--- config.mk ---
export PLATFORM = sky130hd
export DESIGN_NAME = mbmd_matrix
export DESIGN_NICKNAME = d
export VERILOG_FILES = /design/src/rtl/mbmd_pkg.sv /design/src/rtl/mbmd_layer.sv /design/src/rtl/mbmd_matrix.sv
export VERILOG_INCLUDE_DIRS = /design/src /design/src/rtl
export SDC_FILE = /design/constraint.sdc
export NUM_CORES = 2
export LEC_CHECK = 0
export BUFFER_PORTS_ARGS = -buffer_cell sky130_fd_sc_hd__buf_2
export CORE_AREA = 2 2 391 393
export DETAILED_ROUTE_END_ITERATION = 12
export DIE_AREA = 0 0 393 395
export PLACE_DENSITY = 0.59
export SETUP_SLACK_MARGIN = 0.15
export SKIP_LAST_GASP = 1
export SYNTH_ARGS = -nofsm -noshare
export SYNTH_HDL_FRONTEND = slang
export SYNTH_SLANG_ARGS = --single-unit
--- constraint.sdc ---
create_clock -name ref_clk -period 4.69 [get_ports ref_clk]
set_input_delay 0.469 -clock ref_clk [delete_from_list [all_inputs] [get_ports ref_clk]]
set_output_delay 0.469 -clock ref_clk [all_outputs]
set_load 0.005 [all_outputs]
--- src/rtl/mbmd_defs.svh ---
// address map constants, masks and strap codes for the bus matrix decoder
`ifndef MBMD_DEFS_SVH
`define MBMD_DEFS_SVH
// -----------------------------------------------------------------
// segment numbers, taken from address bits 31:28
// -----------------------------------------------------------------
`define MBMD_SEG_LOW 4'h0
`define MBMD_SEG_SWITCH 4'h1
`define MBMD_SEG_SDRAM 4'h2
`define MBMD_SEG_IO 4'h3
`define MBMD_SEG_BRIDGE 4'h4
`define MBMD_SEG_INTC 4'h5
`define MBMD_SEG_EMREG 4'h7
`define MBMD_SEG_DMA 4'h8
// -----------------------------------------------------------------
// mirror masks and window limits
// -----------------------------------------------------------------
`define MBMD_SDRAM_MASK 32'h07ff_ffff
`define MBMD_STATIC_MASK 32'h03ff_ffff
`define MBMD_BANK_MASK 32'h00ff_ffff
`define MBMD_ROM_MASK 32'h0000_1fff
`define MBMD_INTC_MASK 32'h0000_007f
`define MBMD_SW_MIRROR 32'h007f_ffff
`define MBMD_SW_COMM 7'h10
`define MBMD_PER_BASE 28'h000_2000
`define MBMD_PER_LIMIT 28'h000_2800
`define MBMD_ICACHE_TOP 32'h0000_0fff
// -----------------------------------------------------------------
// low segment strap codes and bus transfer codes
// -----------------------------------------------------------------
`define MBMD_BOOT_INT 2'h0
`define MBMD_BOOT_SDRAM 2'h1
`define MBMD_HTRANS_IDLE 2'h0
`define MBMD_HTRANS_NONSEQ 2'h2
`endif

--- src/rtl/mbmd_pkg.sv ---
// types and shared helpers of the bus matrix decoder
package mbmd_pkg;
    typedef enum logic [1:0] {
        MS_CPU = 2'h0, MS_RTS = 2'h1, MS_LHB = 2'h2, MS_DMA = 2'h3
    } mbmd_master_t;
    typedef enum logic [2:0] {
        SL_BRIDGE = 3'h0, SL_EXTMEM = 3'h1, SL_DMA = 3'h2, SL_SWITCH = 3'h3, SL_INTC = 3'h4
    } mbmd_slave_t;
    typedef enum logic [3:0] {
        RG_NONE = 4'h0, RG_ROM = 4'h1, RG_SRAM = 4'h2, RG_SDRAM = 4'h3,
        RG_BANK0 = 4'h4, RG_BANK1 = 4'h5, RG_BANK2 = 4'h6, RG_BANK3 = 4'h7,
        RG_STATIC = 4'h8, RG_EMREG = 4'h9, RG_SWREG = 4'ha, RG_SWCOMM = 4'hb,
        RG_GAP = 4'hc, RG_PER = 4'hd, RG_INTC = 4'he, RG_DMA = 4'hf
    } mbmd_region_t;
    typedef struct packed {
        logic ok;
        mbmd_slave_t slv;
        mbmd_region_t rg;
        logic [31:0] addr;
    } mbmd_dec_t;
    // priority rank of a master, 0 is highest
    function automatic logic [1:0] mbmd_rank(input logic [1:0] m);
        case (m)
            2'h0: mbmd_rank = 2'h0;
            2'h1: mbmd_rank = 2'h1;
            2'h3: mbmd_rank = 2'h2;
            default: mbmd_rank = 2'h3;
        endcase
    endfunction
endpackage

--- src/rtl/mbmd_layer.sv ---
// one slave layer: arbiter plus registered slave port
`timescale 1ns/1ns
`include "mbmd_defs.svh"
module mbmd_layer
    import mbmd_pkg::*;
(
    // clock and reset
    input wire logic ref_clk,
    input wire logic reset_n,
    // requests from master ports
    input wire logic [3:0] req,
    input wire logic [3:0][31:0] m_addr,
    input wire logic [3:0] m_write,
    input wire logic [3:0][2:0] m_size,
    input wire logic [3:0][3:0] m_region,
    input wire logic [3:0][31:0] m_wdata,
    input wire logic fixed_prio,
    // answer to master ports
    output logic [3:0] gnt_r,
    output logic done_r,
    output logic err_r,
    output logic [31:0] rdata_r,
    // slave port
    output logic hsel_r,
    output logic [31:0] haddr_r,
    output logic [1:0] htrans_r,
    output logic hwrite_r,
    output logic [2:0] hsize_r,
    output logic [31:0] hwdata_r,
    output logic [3:0] region_r,
    input wire logic hreadyout,
    input wire logic hresp,
    input wire logic [31:0] hrdata
);
    typedef enum logic [3:0] {
        LY_IDLE = 4'b0001, LY_ADDR = 4'b0010, LY_DATA = 4'b0100, LY_DONE = 4'b1000
    } mbmd_ly_t;
    mbmd_ly_t st_r;
    logic [1:0] last_r;
    logic [1:0] idx_r;
    logic [1:0] pick;
    // -----------------------------------------------------------------
    // choice of next master
    // -----------------------------------------------------------------
    always_comb begin
        logic [1:0] c;
        logic [1:0] best;
        c = 2'h0;
        best = 2'h3;
        pick = 2'h0;
        if (fixed_prio) begin
            for (int i = 3; i >= 0; i--) begin
                c = 2'(i);
                if (req[c] && mbmd_rank(c) <= best) begin
                    best = mbmd_rank(c);
                    pick = c;
                end
            end
        end else begin
            for (int k = 4; k >= 1; k--) begin
                c = 2'(last_r + 2'(k));
                if (req[c]) begin
                    pick = c;
                end
            end
        end
    end
    // -----------------------------------------------------------------
    // transfer sequence on the slave port
    // -----------------------------------------------------------------
    always_ff @(posedge ref_clk or negedge reset_n) begin
        if (!reset_n) begin
            st_r <= LY_IDLE;
            gnt_r <= 4'h0;
            idx_r <= 2'h0;
            last_r <= 2'h3;
            done_r <= 1'b0;
            err_r <= 1'b0;
            rdata_r <= 32'h0;
            hsel_r <= 1'b0;
            haddr_r <= 32'h0;
            htrans_r <= `MBMD_HTRANS_IDLE;
            hwrite_r <= 1'b0;
            hsize_r <= 3'h0;
            region_r <= 4'h0;
        end else begin
            case (st_r)
                LY_IDLE: begin
                    if (|req) begin
                        gnt_r <= 4'h1 << pick;
                        idx_r <= pick;
                        last_r <= pick;
                        hsel_r <= 1'b1;
                        htrans_r <= `MBMD_HTRANS_NONSEQ;
                        haddr_r <= m_addr[pick];
                        hwrite_r <= m_write[pick];
                        hsize_r <= m_size[pick];
                        region_r <= m_region[pick];
                        st_r <= LY_ADDR;
                    end
                end
                LY_ADDR: begin
                    hsel_r <= 1'b0;
                    htrans_r <= `MBMD_HTRANS_IDLE;
                    st_r <= LY_DATA;
                end
                LY_DATA: begin
                    if (hreadyout) begin
                        done_r <= 1'b1;
                        err_r <= hresp;
                        rdata_r <= hrdata;
                        st_r <= LY_DONE;
                    end
                end
                LY_DONE: begin
                    done_r <= 1'b0;
                    err_r <= 1'b0;
                    gnt_r <= 4'h0;
                    st_r <= LY_IDLE;
                end
                default: st_r <= LY_IDLE;
            endcase
        end
    end
    // write data of the granted master
    always_ff @(posedge ref_clk or negedge reset_n) begin
        if (!reset_n) begin
            hwdata_r <= 32'h0;
        end else begin
            hwdata_r <= m_wdata[idx_r];
        end
    end
endmodule

--- src/rtl/mbmd_matrix.sv ---
// multilayer bus matrix with per-master address decoding
// Behaviour
// - 32-bit transfers on every bus port
// - independent layer per slave, parallel transfers
// - per-slave arbiter, round robin by default
// - optional fixed priority cpu, switch, dma, host
// - limited master to slave connectivity
// - same-address collision captures higher-priority attributes
// - bridge slave port carries peripheral traffic
// - sixteen 256 MB segments, 6 and 9-15 unused
// - processor segment map 0-5, 7, 8
// - switch master sees segments 2-3 only, and 0 when not strapped to boot rom
// - host decodes 0-4, 7; dma 0, 2-4
// - segment 3 four 16 MB banks, rest unused
// - sdram mirrored over 128 MB
// - switch registers and 64 kB communication memory
// - bridge boot rom then eight 256-byte windows
// - low segment boot rom, sram after swap
// - cache overlay up to 0000 0fff processor only
// - low segment content from reset strap
// - interrupt controller 128 bytes mirrored
// - gaps in mirrors raise no error
// - 2 MB switch block repeats every 8 MB
`timescale 1ns/1ns
`include "mbmd_defs.svh"
module mbmd_matrix
    import mbmd_pkg::*;
(
    // clock and reset
    input wire logic ref_clk,
    input wire logic reset_n,
    // configuration levels
    input wire logic fixed_prio,
    input wire logic mem_swap,
    input wire logic icache_overlay,
    input wire logic [1:0] boot_strap,
    // master ports, index 0 cpu, 1 switch, 2 host bus unit, 3 dma
    input wire logic [3:0][31:0] m_haddr,
    input wire logic [3:0][1:0] m_htrans,
    input wire logic [3:0] m_hwrite,
    input wire logic [3:0][2:0] m_hsize,
    input wire logic [3:0][31:0] m_hwdata,
    output logic [3:0] m_hready_r,
    output logic [3:0] m_hresp_r,
    output logic [3:0][31:0] m_hrdata_r,
    // slave ports, index 0 bridge, 1 ext memory, 2 dma, 3 switch, 4 irq ctrl
    output logic [4:0] s_hsel_r,
    output logic [4:0][31:0] s_haddr_r,
    output logic [4:0][1:0] s_htrans_r,
    output logic [4:0] s_hwrite_r,
    output logic [4:0][2:0] s_hsize_r,
    output logic [4:0][31:0] s_hwdata_r,
    output logic [4:0][3:0] s_region_r,
    input wire logic [4:0] s_hreadyout,
    input wire logic [4:0] s_hresp,
    input wire logic [4:0][31:0] s_hrdata,
    // collision capture
    output logic clash_seen_r,
    output logic [1:0] clash_master_r,
    output logic [31:0] clash_addr_r,
    output logic clash_write_r,
    output logic [2:0] clash_size_r
);
    typedef enum logic [2:0] {
        MP_OPEN = 3'b001, MP_WAIT = 3'b010, MP_ERR = 3'b100
    } mbmd_mp_t;

    // -----------------------------------------------------------------
    // connectivity
    // -----------------------------------------------------------------
    function automatic logic reach(input logic [1:0] m, input mbmd_slave_t s);
        case (m)
            MS_CPU: reach = 1'b1;
            MS_RTS: reach = (s == SL_EXTMEM);
            MS_DMA: reach = (s == SL_EXTMEM) || (s == SL_BRIDGE);
            default: reach = (s == SL_EXTMEM) || (s == SL_BRIDGE) || (s == SL_SWITCH);
        endcase
    endfunction

    // -----------------------------------------------------------------
    // address decoder, one view per master
    // -----------------------------------------------------------------
    function automatic mbmd_dec_t decode(input logic [1:0] m, input logic [31:0] a,
                                         input logic swap, input logic [1:0] boot,
                                         input logic ovl);
        mbmd_dec_t d;
        d.ok = 1'b0;
        d.slv = SL_BRIDGE;
        d.rg = RG_NONE;
        d.addr = a;
        case (a[31:28])
            `MBMD_SEG_LOW: begin
                if (ovl && m == MS_CPU && a <= `MBMD_ICACHE_TOP) begin
                    d.ok = 1'b0;
                end else if (boot == `MBMD_BOOT_INT) begin
                    d.ok = 1'b1;
                    d.rg = swap ? RG_SRAM : RG_ROM;
                    d.addr = a & `MBMD_ROM_MASK;
                end else if (boot == `MBMD_BOOT_SDRAM) begin
                    d.ok = 1'b1;
                    d.slv = SL_EXTMEM;
                    d.rg = RG_SDRAM;
                    d.addr = a & `MBMD_SDRAM_MASK;
                end else begin
                    d.ok = 1'b1;
                    d.slv = SL_EXTMEM;
                    d.rg = RG_STATIC;
                    d.addr = a & `MBMD_STATIC_MASK;
                end
            end
            `MBMD_SEG_SWITCH: begin
                d.ok = (m != MS_DMA);
                d.slv = SL_SWITCH;
                // 2 MB block every 8 MB
                d.addr = a & `MBMD_SW_MIRROR;
                if (a[22:20] == 3'h0) begin
                    d.rg = RG_SWREG;
                end else if (a[22:16] == `MBMD_SW_COMM) begin
                    d.rg = RG_SWCOMM;
                end else begin
                    d.rg = RG_GAP;
                end
            end
            `MBMD_SEG_SDRAM: begin
                d.ok = 1'b1;
                d.slv = SL_EXTMEM;
                d.rg = RG_SDRAM;
                d.addr = a & `MBMD_SDRAM_MASK;
            end
            `MBMD_SEG_IO: begin
                d.ok = (a[27:26] == 2'h0);
                d.slv = SL_EXTMEM;
                d.addr = a & `MBMD_BANK_MASK;
                case (a[25:24])
                    2'h0: d.rg = RG_BANK0;
                    2'h1: d.rg = RG_BANK1;
                    2'h2: d.rg = RG_BANK2;
                    default: d.rg = RG_BANK3;
                endcase
            end
            `MBMD_SEG_BRIDGE: begin
                d.ok = (m != MS_RTS) && (a[27:0] < `MBMD_PER_LIMIT);
                d.slv = SL_BRIDGE;
                d.rg = (a[27:0] < `MBMD_PER_BASE) ? RG_ROM : RG_PER;
            end
            `MBMD_SEG_INTC: begin
                d.ok = (m == MS_CPU);
                d.slv = SL_INTC;
                d.rg = RG_INTC;
                d.addr = a & `MBMD_INTC_MASK;
            end
            `MBMD_SEG_EMREG: begin
                d.ok = (m == MS_CPU) || (m == MS_LHB);
                d.slv = SL_EXTMEM;
                d.rg = RG_EMREG;
            end
            `MBMD_SEG_DMA: begin
                d.ok = (m == MS_CPU);
                d.slv = SL_DMA;
                d.rg = RG_DMA;
            end
            default: d.ok = 1'b0;
        endcase
        d.ok = d.ok && reach(m, d.slv);
        decode = d;
    endfunction

    // -----------------------------------------------------------------
    // strap capture after reset release
    // -----------------------------------------------------------------
    logic [1:0] boot_cfg_r;
    logic cfg_taken_r;
    always_ff @(posedge ref_clk or negedge reset_n) begin
        if (!reset_n) begin
            boot_cfg_r <= `MBMD_BOOT_INT;
            cfg_taken_r <= 1'b0;
        end else if (!cfg_taken_r) begin
            boot_cfg_r <= boot_strap;
            cfg_taken_r <= 1'b1;
        end
    end

    // -----------------------------------------------------------------
    // shared signals between master ports and layers
    // -----------------------------------------------------------------
    logic [3:0] take;
    mbmd_dec_t dec [4];
    mbmd_mp_t mp_r [4];
    logic [3:0][2:0] tgt_r;
    logic [3:0][31:0] q_addr_r;
    logic [3:0] q_write_r;
    logic [3:0][2:0] q_size_r;
    logic [3:0][3:0] q_region_r;
    logic [4:0][3:0] req;
    logic [4:0][3:0] gnt;
    logic [4:0] ly_done;
    logic [4:0] ly_err;
    logic [4:0][31:0] ly_rdata;

    // -----------------------------------------------------------------
    // master ports
    // -----------------------------------------------------------------
    genvar gm;
    generate
        for (gm = 0; gm < 4; gm++) begin : g_mport
            logic [2:0] t;
            logic fin;
            assign t = tgt_r[gm];
            assign fin = (t < 3'h5) && ly_done[t] && gnt[t][gm];
            assign take[gm] = m_hready_r[gm] && m_htrans[gm][1];
            always_comb begin
                dec[gm] = decode(2'(gm), m_haddr[gm], mem_swap, boot_cfg_r,
                                 icache_overlay);
            end
            always_ff @(posedge ref_clk or negedge reset_n) begin
                if (!reset_n) begin
                    mp_r[gm] <= MP_OPEN;
                    m_hready_r[gm] <= 1'b1;
                    m_hresp_r[gm] <= 1'b0;
                    m_hrdata_r[gm] <= 32'h0;
                    tgt_r[gm] <= 3'h0;
                    q_addr_r[gm] <= 32'h0;
                    q_write_r[gm] <= 1'b0;
                    q_size_r[gm] <= 3'h0;
                    q_region_r[gm] <= 4'h0;
                end else begin
                    case (mp_r[gm])
                        MP_OPEN: begin
                            m_hresp_r[gm] <= 1'b0;
                            if (take[gm]) begin
                                m_hready_r[gm] <= 1'b0;
                                q_addr_r[gm] <= dec[gm].addr;
                                q_write_r[gm] <= m_hwrite[gm];
                                q_size_r[gm] <= m_hsize[gm];
                                q_region_r[gm] <= dec[gm].rg;
                                tgt_r[gm] <= dec[gm].slv;
                                if (dec[gm].ok) begin
                                    mp_r[gm] <= MP_WAIT;
                                end else begin
                                    m_hresp_r[gm] <= 1'b1;
                                    mp_r[gm] <= MP_ERR;
                                end
                            end
                        end
                        MP_WAIT: begin
                            if (fin) begin
                                m_hrdata_r[gm] <= ly_rdata[t];
                                if (ly_err[t]) begin
                                    m_hresp_r[gm] <= 1'b1;
                                    mp_r[gm] <= MP_ERR;
                                end else begin
                                    m_hready_r[gm] <= 1'b1;
                                    mp_r[gm] <= MP_OPEN;
                                end
                            end
                        end
                        MP_ERR: begin
                            // second cycle of the error answer
                            m_hready_r[gm] <= 1'b1;
                            m_hresp_r[gm] <= 1'b1;
                            mp_r[gm] <= MP_OPEN;
                        end
                        default: begin
                            m_hready_r[gm] <= 1'b1;
                            mp_r[gm] <= MP_OPEN;
                        end
                    endcase
                end
            end
        end
    endgenerate

    // -----------------------------------------------------------------
    // one layer per slave
    // -----------------------------------------------------------------
    genvar gs;
    generate
        for (gs = 0; gs < 5; gs++) begin : g_layer
            always_comb begin
                for (int i = 0; i < 4; i++) begin
                    req[gs][i] = (mp_r[i] == MP_WAIT) && (tgt_r[i] == 3'(gs));
                end
            end
            mbmd_layer u_layer (
                .ref_clk(ref_clk),
                .reset_n(reset_n),
                .req(req[gs]),
                .m_addr(q_addr_r),
                .m_write(q_write_r),
                .m_size(q_size_r),
                .m_region(q_region_r),
                .m_wdata(m_hwdata),
                .fixed_prio(fixed_prio),
                .gnt_r(gnt[gs]),
                .done_r(ly_done[gs]),
                .err_r(ly_err[gs]),
                .rdata_r(ly_rdata[gs]),
                .hsel_r(s_hsel_r[gs]),
                .haddr_r(s_haddr_r[gs]),
                .htrans_r(s_htrans_r[gs]),
                .hwrite_r(s_hwrite_r[gs]),
                .hsize_r(s_hsize_r[gs]),
                .hwdata_r(s_hwdata_r[gs]),
                .region_r(s_region_r[gs]),
                .hreadyout(s_hreadyout[gs]),
                .hresp(s_hresp[gs]),
                .hrdata(s_hrdata[gs])
            );
        end
    endgenerate

    // -----------------------------------------------------------------
    // same-address collision capture
    // -----------------------------------------------------------------
    logic clash;
    logic [1:0] clash_win;
    always_comb begin
        logic [1:0] w;
        w = 2'h0;
        clash = 1'b0;
        clash_win = 2'h0;
        for (int i = 0; i < 4; i++) begin
            for (int j = i + 1; j < 4; j++) begin
                if (take[i] && take[j] && m_haddr[i] == m_haddr[j]) begin
                    w = (mbmd_rank(2'(i)) < mbmd_rank(2'(j))) ? 2'(i) : 2'(j);
                    if (!clash || mbmd_rank(w) < mbmd_rank(clash_win)) begin
                        clash_win = w;
                    end
                    clash = 1'b1;
                end
            end
        end
    end
    always_ff @(posedge ref_clk or negedge reset_n) begin
        if (!reset_n) begin
            clash_seen_r <= 1'b0;
            clash_master_r <= 2'h0;
            clash_addr_r <= 32'h0;
            clash_write_r <= 1'b0;
            clash_size_r <= 3'h0;
        end else begin
            clash_seen_r <= clash;
            if (clash) begin
                clash_master_r <= clash_win;
                clash_addr_r <= m_haddr[clash_win];
                clash_write_r <= m_hwrite[clash_win];
                clash_size_r <= m_hsize[clash_win];
            end
        end
    end
endmodule

* After elaboration in Yosys (flattened, before gate mapping)
Cells that the tools add are included.
** Word-level totals
- Register bits :: 967
- Bits of input ports :: 457
- Output and inout bits :: 550
- Word-level logic and storage cells :: 973
** Operators by class
- Add/subtract/negate cells :: 15
- Magnitude comparators :: 74
- Eq/ne operators :: 145
- Shift operators :: 5
- Mux-type cells :: 430
- Reduce and logical (&&, ||, !) cells :: 191
** Operator list (count)
- $bmux W32 S2 :: 11
- $pmux W32 S5 :: 4
- $mux W32 :: 15
- $bmux W32 S3 :: 4
- $mux W36 :: 8
- $mux W2 :: 117
- $pmux W7 S8 :: 4
- $lt A28 B14 Y1 const B :: 7
- $eq A32 B32 Y1 :: 6
- $mux W4 :: 28
- $mux W1 :: 98
- $lt A2 B3 Y1 const B :: 31
- $mux W3 :: 31
- $pmux W2 S3 :: 14
- $reduce_and A2 Y1 :: 42
- $eq A4 B3 Y1 const B :: 17
- $logic_and A1 B1 Y1 :: 68
- $pmux W4 S3 :: 5
- $bmux W1 S2 :: 26
- $eq A4 B2 Y1 const B :: 13
- $bmux W4 S3 :: 4
- $ne A2 B2 Y1 const B :: 21
- $bmux W4 S2 :: 5
- $pmux W4 S2 :: 5
- other kinds (38) :: 276

* Longest topological paths before layout
- Depth in word-level cells :: 44
- Mapped depth :: 12
- Mapped depth without buffers :: 8

* Modules after synthesis
Synthesis repeated with hierarchy kept, for this count alone.
** Unflattened totals
- Cells, all modules :: 4721
- Area, all modules :: 54199.5 um^2
** Modules (own cells, without submodules)
- mbmd_layer :: times used 5, cells an instance 505, area an instance 6248.5 um^2
- mbmd_matrix :: times used 1, cells an instance 2196, area an instance 22957.0 um^2

* Worst setup path before layout
No wires, ideal clock.
- Path kind :: register to register
- Start point :: register mp_r[2] in the netlist's numbering
- End point :: register g_layer[1].u_layer.region_r[1]
- Library setup time :: 104 ps
- Data arrival time :: 2708 ps
- Setup slack :: 1878 ps
- Cell stages (with the launch flop) :: 11
- Cell sequence :: dfrtp_1 or4b_1 buf_2 or2_4 a41o_1 a211o_1 a31o_1 buf_2 buf_4 mux2i_1 a221oi_1
** Between the ends
- Word-level cells in the longest chain between the ends :: 19
- Elaborated cells on any way between the ends :: 36
- Classes of those cells :: order compare (3); eq/ne (1); mux (25); reduce/logical (7)
** RTL lines
- start: declaration :: RTL line mbmd_matrix.sv:188 : mbmd_mp_t mp_r [4];
- start signal: indexed assignment :: RTL line mbmd_matrix.sv:217 : mp_r[gm] <= MP_OPEN;
- start signal: indexed assignment :: RTL line mbmd_matrix.sv:238 : mp_r[gm] <= MP_WAIT;
- start signal: indexed assignment :: RTL line mbmd_matrix.sv:241 : mp_r[gm] <= MP_ERR;
- $eq A3 B2 Y1 (*) :: RTL line mbmd_matrix.sv:281 : req[gs][i] = (mp_r[i] == MP_WAIT) && (tgt_r[i] == 3'(gs));
- $logic_and A1 B1 Y1 (*) :: RTL line mbmd_matrix.sv:281
- $logic_and A1 B1 Y1 :: RTL line mbmd_layer.sv:54 : if (req[c] && mbmd_rank(c) <= best) begin
- $mux W1 :: RTL line mbmd_layer.sv:54
- $mux W2 :: RTL line mbmd_layer.sv:51 : if (fixed_prio) begin
- $le A2 B2 Y1 :: RTL line mbmd_layer.sv:54
- $logic_and A1 B1 Y1 :: RTL line mbmd_layer.sv:54
- $mux W2 :: RTL line mbmd_layer.sv:54
- [3 not listed]
- $mux W2 :: RTL line mbmd_layer.sv:54
- $mux W2 :: RTL line mbmd_layer.sv:51
- $le A2 B2 Y1 :: RTL line mbmd_layer.sv:54
- $logic_and A1 B1 Y1 :: RTL line mbmd_layer.sv:54
- $mux W2 :: RTL line mbmd_layer.sv:54
- $mux W2 :: RTL line mbmd_layer.sv:51
- $bmux W4 S2 :: RTL line mbmd_layer.sv:98 : region_r <= m_region[pick];
- $mux W4 (implied by the code) :: RTL line mbmd_layer.sv:98
- end signal: assignment :: RTL line mbmd_layer.sv:98
- end: declaration :: RTL line mbmd_layer.sv:30 : output logic [3:0] region_r,
Every way passes the cells marked *; elsewhere a longest branch is shown, timed or not. The select of a mux whose other input is x is not followed.
A chain may end at the register's enable or synchronous reset.

* Worst setup path after layout
- Start point :: register mp_r[11] in the netlist's numbering
- End point :: register g_layer[0].u_layer.region_r[0]
** Between the ends
- Word-level cells in the longest chain between the ends :: 11
- Elaborated cells on any way between the ends :: 21
- Classes of those cells :: eq/ne (1); mux (16); reduce/logical (4)
** RTL lines
- $eq A3 B2 Y1 (*) :: RTL line mbmd_matrix.sv:281
- $logic_and A1 B1 Y1 (*) :: RTL line mbmd_matrix.sv:281
- $bmux W1 S2 :: RTL line mbmd_layer.sv:62 : if (req[c]) begin
- $mux W1 (implied by the code) :: RTL line mbmd_layer.sv:62
- $mux W2 (4 in series) :: RTL line mbmd_layer.sv:62
- $mux W2 :: RTL line mbmd_layer.sv:51
- $bmux W4 S2 :: RTL line mbmd_layer.sv:98
- $mux W4 (implied by the code) :: RTL line mbmd_layer.sv:98
- end signal: assignment :: RTL line mbmd_layer.sv:98
- end: declaration :: RTL line mbmd_layer.sv:30
Marks and branches as above.

==> impl_metrics.toml <==
[status]
status = "finished, final reports clean"

[synth]
synthCells = 4963
synth_area_sq_um = 53700
yosys-top-cells-count = "dfrtp_1, nand2_1, clkbuf_1"
syn_area_per_cell_sq_um = 10.8
ys_seq_area_share_pct = 44.7
yosysTopAreaCellShare_pct = 43.6
yosysWarningCount = 0
yosysUniqueCellTypes = 88
ys.flop_type = "dfrtp_1"
yosysTopAreaCell = "dfrtp_1"
synth_edf_count = 0
yosys-top-cells-area = "dfrtp_1, mux4_2, mux2_2, nand2_1, mux2i_1"
synthArstFlopShare_pct = 100
ys_seq_elements = 957
synth.most_common_cell = "dfrtp_1"

[clocking]
post_cts_buffers = 0
htreeDepth = 3
cts_tree = "built"
cts.clk_slew.worst_paths_ns = 0.06
insertion_delay_ns = 0.75
cts_buffer_depth = 3
clock-sinks = 957
cts_buffers = 110
cts_root_buffer = "clkbuf_16"

[finish]
finalInstanceArea_sq_um = 66100
fin_nets = 6297
area_delta_synth_final_pct = 23.1
drive_gt1_share_pct = 34.2

[worst_setup_path]
cp_max_fo = 29
r2r_slack_ns = 0.78
path_cells = "nor4b_2 > nor3b_2 > o311ai_1 > or3_1 > inv_2 > nand2b_2 > buf_4 > a211oi_1 > nor4_1"
path_delay_family = "simple AND/OR/NAND/NOR gates"
reg2reg_depth = 9
crit_path_end_kind = "register"
arrival_ns = 4.55
crit_buf_inv = 2
reg2reg_to = "g_layer[0].u_layer.region_r[0]"
cp.required_ns = 5.32
critPathMaxStageDelay_ns = 0.74
critPathKind = "reg -> reg"
cp-start-kind = "register"
crit_path_top_delay_cell = "nor4b_2"
rr_startpoint = "mp_r[11]"

[pwr]
pwr-share-seq_pct = 38.9
cellLeakagePower_nw = 30.5
sw_frac_of_total_pct = 38.6
p_comb_share_pct = 34.2
p_int_mw = 21.6
ir_worst_vdd_v = 0.000366
p_clk_share_pct = 26.8
p_switching_mw = 13.6
powerDensity_nw_per_um2 = 532

[hold_path]
hp-start = "s_hreadyout[1]"
hold_class = "in -> reg"
holdPathStages = 4
hold_path_end = "g_layer[1].u_layer.st_r[2]"

[sta]
fin_crit_sh_pct = 83.5
clock_skew_ns = 0.0694
fin_hold_ws_ns = 0.0620
max_freq_mhz = 255
final.min_clock_period_ns = 3.91
tns_ns = 0
hold_viol_final = 0
worst_pin_slew_ns = 1.29
relSlewSlack_pct = 12.5
finalSetupViolations = 0
rsz0062_at_grt = "false"
slew_viol_final = 0

[place]
dpl.hpwl_mm = 174
placed_cell_area_sq_um = 60300
gp_congestion = 0.963
io_buffers = 997

[routing]
viasPerCell = 6.06
wl_per_cell_microns = 31.7
detail-route-antenna-nets = 0
vias = 48400
first_pass_iters = 6
wirelength_mm = 253
drtIter0Drc = 5089
drc = 0

[die]
dieArea_sq_um = 155000
initial_core_util_pct = 35.5
fp.coreArea_sq_um = 151000
rows = 143
die_w_microns = 393
die_y_microns = 395
pin_count = 1007

[job]
max_cap_violations = 0

[grt]
grt_pass1_vias = 46700
antenna_found_initial = 40
grtUsageTotal_pct = 31.6
grt.overflow.total = 0
grt_max_degree = 123
grt_pass1_wl_mm = 353
-- cells in the final DEF, fill, tap and decap left out, drive strengths merged, types with 78 or more instances in the layout --
cell         Yosys  routed
a221oi          83      83
xor2            99      99
nor3            80      80
buf            146    1109
a21oi           78      78
o21ai          280     280
clkbuf         371     159
dfrtp          934     934
mux2           286     286
nor4            99      99
a211oi         131     131
xnor2          100     100
a22oi          179     179
nand2          713     713
mux2i          214     214
nor2           200     200
mux4           297     297
dlygate4sd3      0     169
-- repair_timing --
item | CTS | global route
hold buffers | 169 | 0
hold endpoints to repair | 243 | 0
gates resized for setup | 0 | 0
-- per-layer routing --
metal	vias to the layer above	part of all wire, %	GRT usage (%)	wire length [microns]
met1	24400	36	38.2	91400
met5	-	0.050	0	127
met2	3117	45	49.3	115000
met3	761	10	8.38	26600
li1	20100	-	-	-
met4	18	7.9	21.6	20000
-- power by group through the flow --
stage          clock network [mW]  logic, mW  registers [mW]
2_1_floorplan                   0       7.33            12.2
3_3_place_gp                    0       11.6            13.7
3_5_place_dp                    0       11.8            13.7
4_1_cts                      9.56       11.9            13.6
5_1_grt                      9.89       12.8            13.9
6_report                     9.42       12.0            13.7
-- state kept, by name, indices dropped and copies added (netlist names), 15 cells and up --
register,cells
g_layer.u_layer.hsize_r,15
g_layer.u_layer.region_r,20
q_addr_r,128
g_layer.u_layer.haddr_r,160
g_layer.u_layer.rdata_r,160
m_hrdata_r,128
g_layer.u_layer.hwdata_r,160
clash_addr_r,32
g_layer.u_layer.gnt_r,20
q_region_r,16
g_layer.u_layer.st_r,20
-- tightest hold or removal path, delay by kind of cell --
family | cells | cell delay, ns
compound gates | 1 | 0.11
buf+inv | 1 | 0.09
simple gates | 2 | 0.09
-- kinds of logic (layout without fill, tap and decap cells) --
| group | count (synthesis) | count (layout) | share of synthesized area [%] |
|---|---|---|---|
| buffers and inverters | 566 | 1536 | 4.48 |
| DFF | 957 | 957 | 44.7 |
| and+or+nand+nor | 1424 | 1424 | 12.2 |
| muxes | 797 | 797 | 22.5 |
| other | 2 | 30 | 0.0140 |
| AOI/OAI and AO/OA | 1018 | 1018 | 12.9 |
| xor gates and xnor gates | 199 | 199 | 3.25 |
-- worst max-delay path by stage --
| stage | cells past startpoint | to | startpoint |
|---|---|---|---|
| detailed placement | 9 | g_layer[0].u_layer.haddr_r[28] | mp_r[11] |
| finish | 9 | g_layer[0].u_layer.region_r[0] | mp_r[11] |
| global route | 9 | g_layer[0].u_layer.haddr_r[30] | mp_r[11] |
| global placement | 9 | g_layer[0].u_layer.haddr_r[13] | mp_r[11] |
| floorplan | 10 | g_layer[1].u_layer.region_r[1] | mp_r[2] |
| CTS | 9 | g_layer[0].u_layer.haddr_r[28] | mp_r[11] |
-- final cells by class --
cell class / count / area (sq um)
fillers: 14500 / 85100
multi-input cells: 3444 / 27600
flip-flops and latches: 957 / 24000
repair buffers: 1278 / 7760
clock buffers: 159 / 3240
well taps: 2030 / 2540
clock inverters: 50 / 724
inverters: 49 / 184
diodes: 24 / 60.1
-- stage by stage --
step / util, % / instances / setup WS [ns] / power (mW)
4_1_cts: 43.7 / 7967 / 0.854 / 35.1
3_3_place_gp: 39.9 / 7589 / 0.946 / 25.3
3_5_place_dp: 39.9 / 7589 / 0.873 / 25.5
2_1_floorplan: - / 4967 / 1.88 / 19.6
6_report: 43.7 / 7991 / 0.775 / 35.1
5_1_grt: 43.7 / 7977 / 0.565 / 36.6
Note: power is estimated with default switching activity, not from simulation.
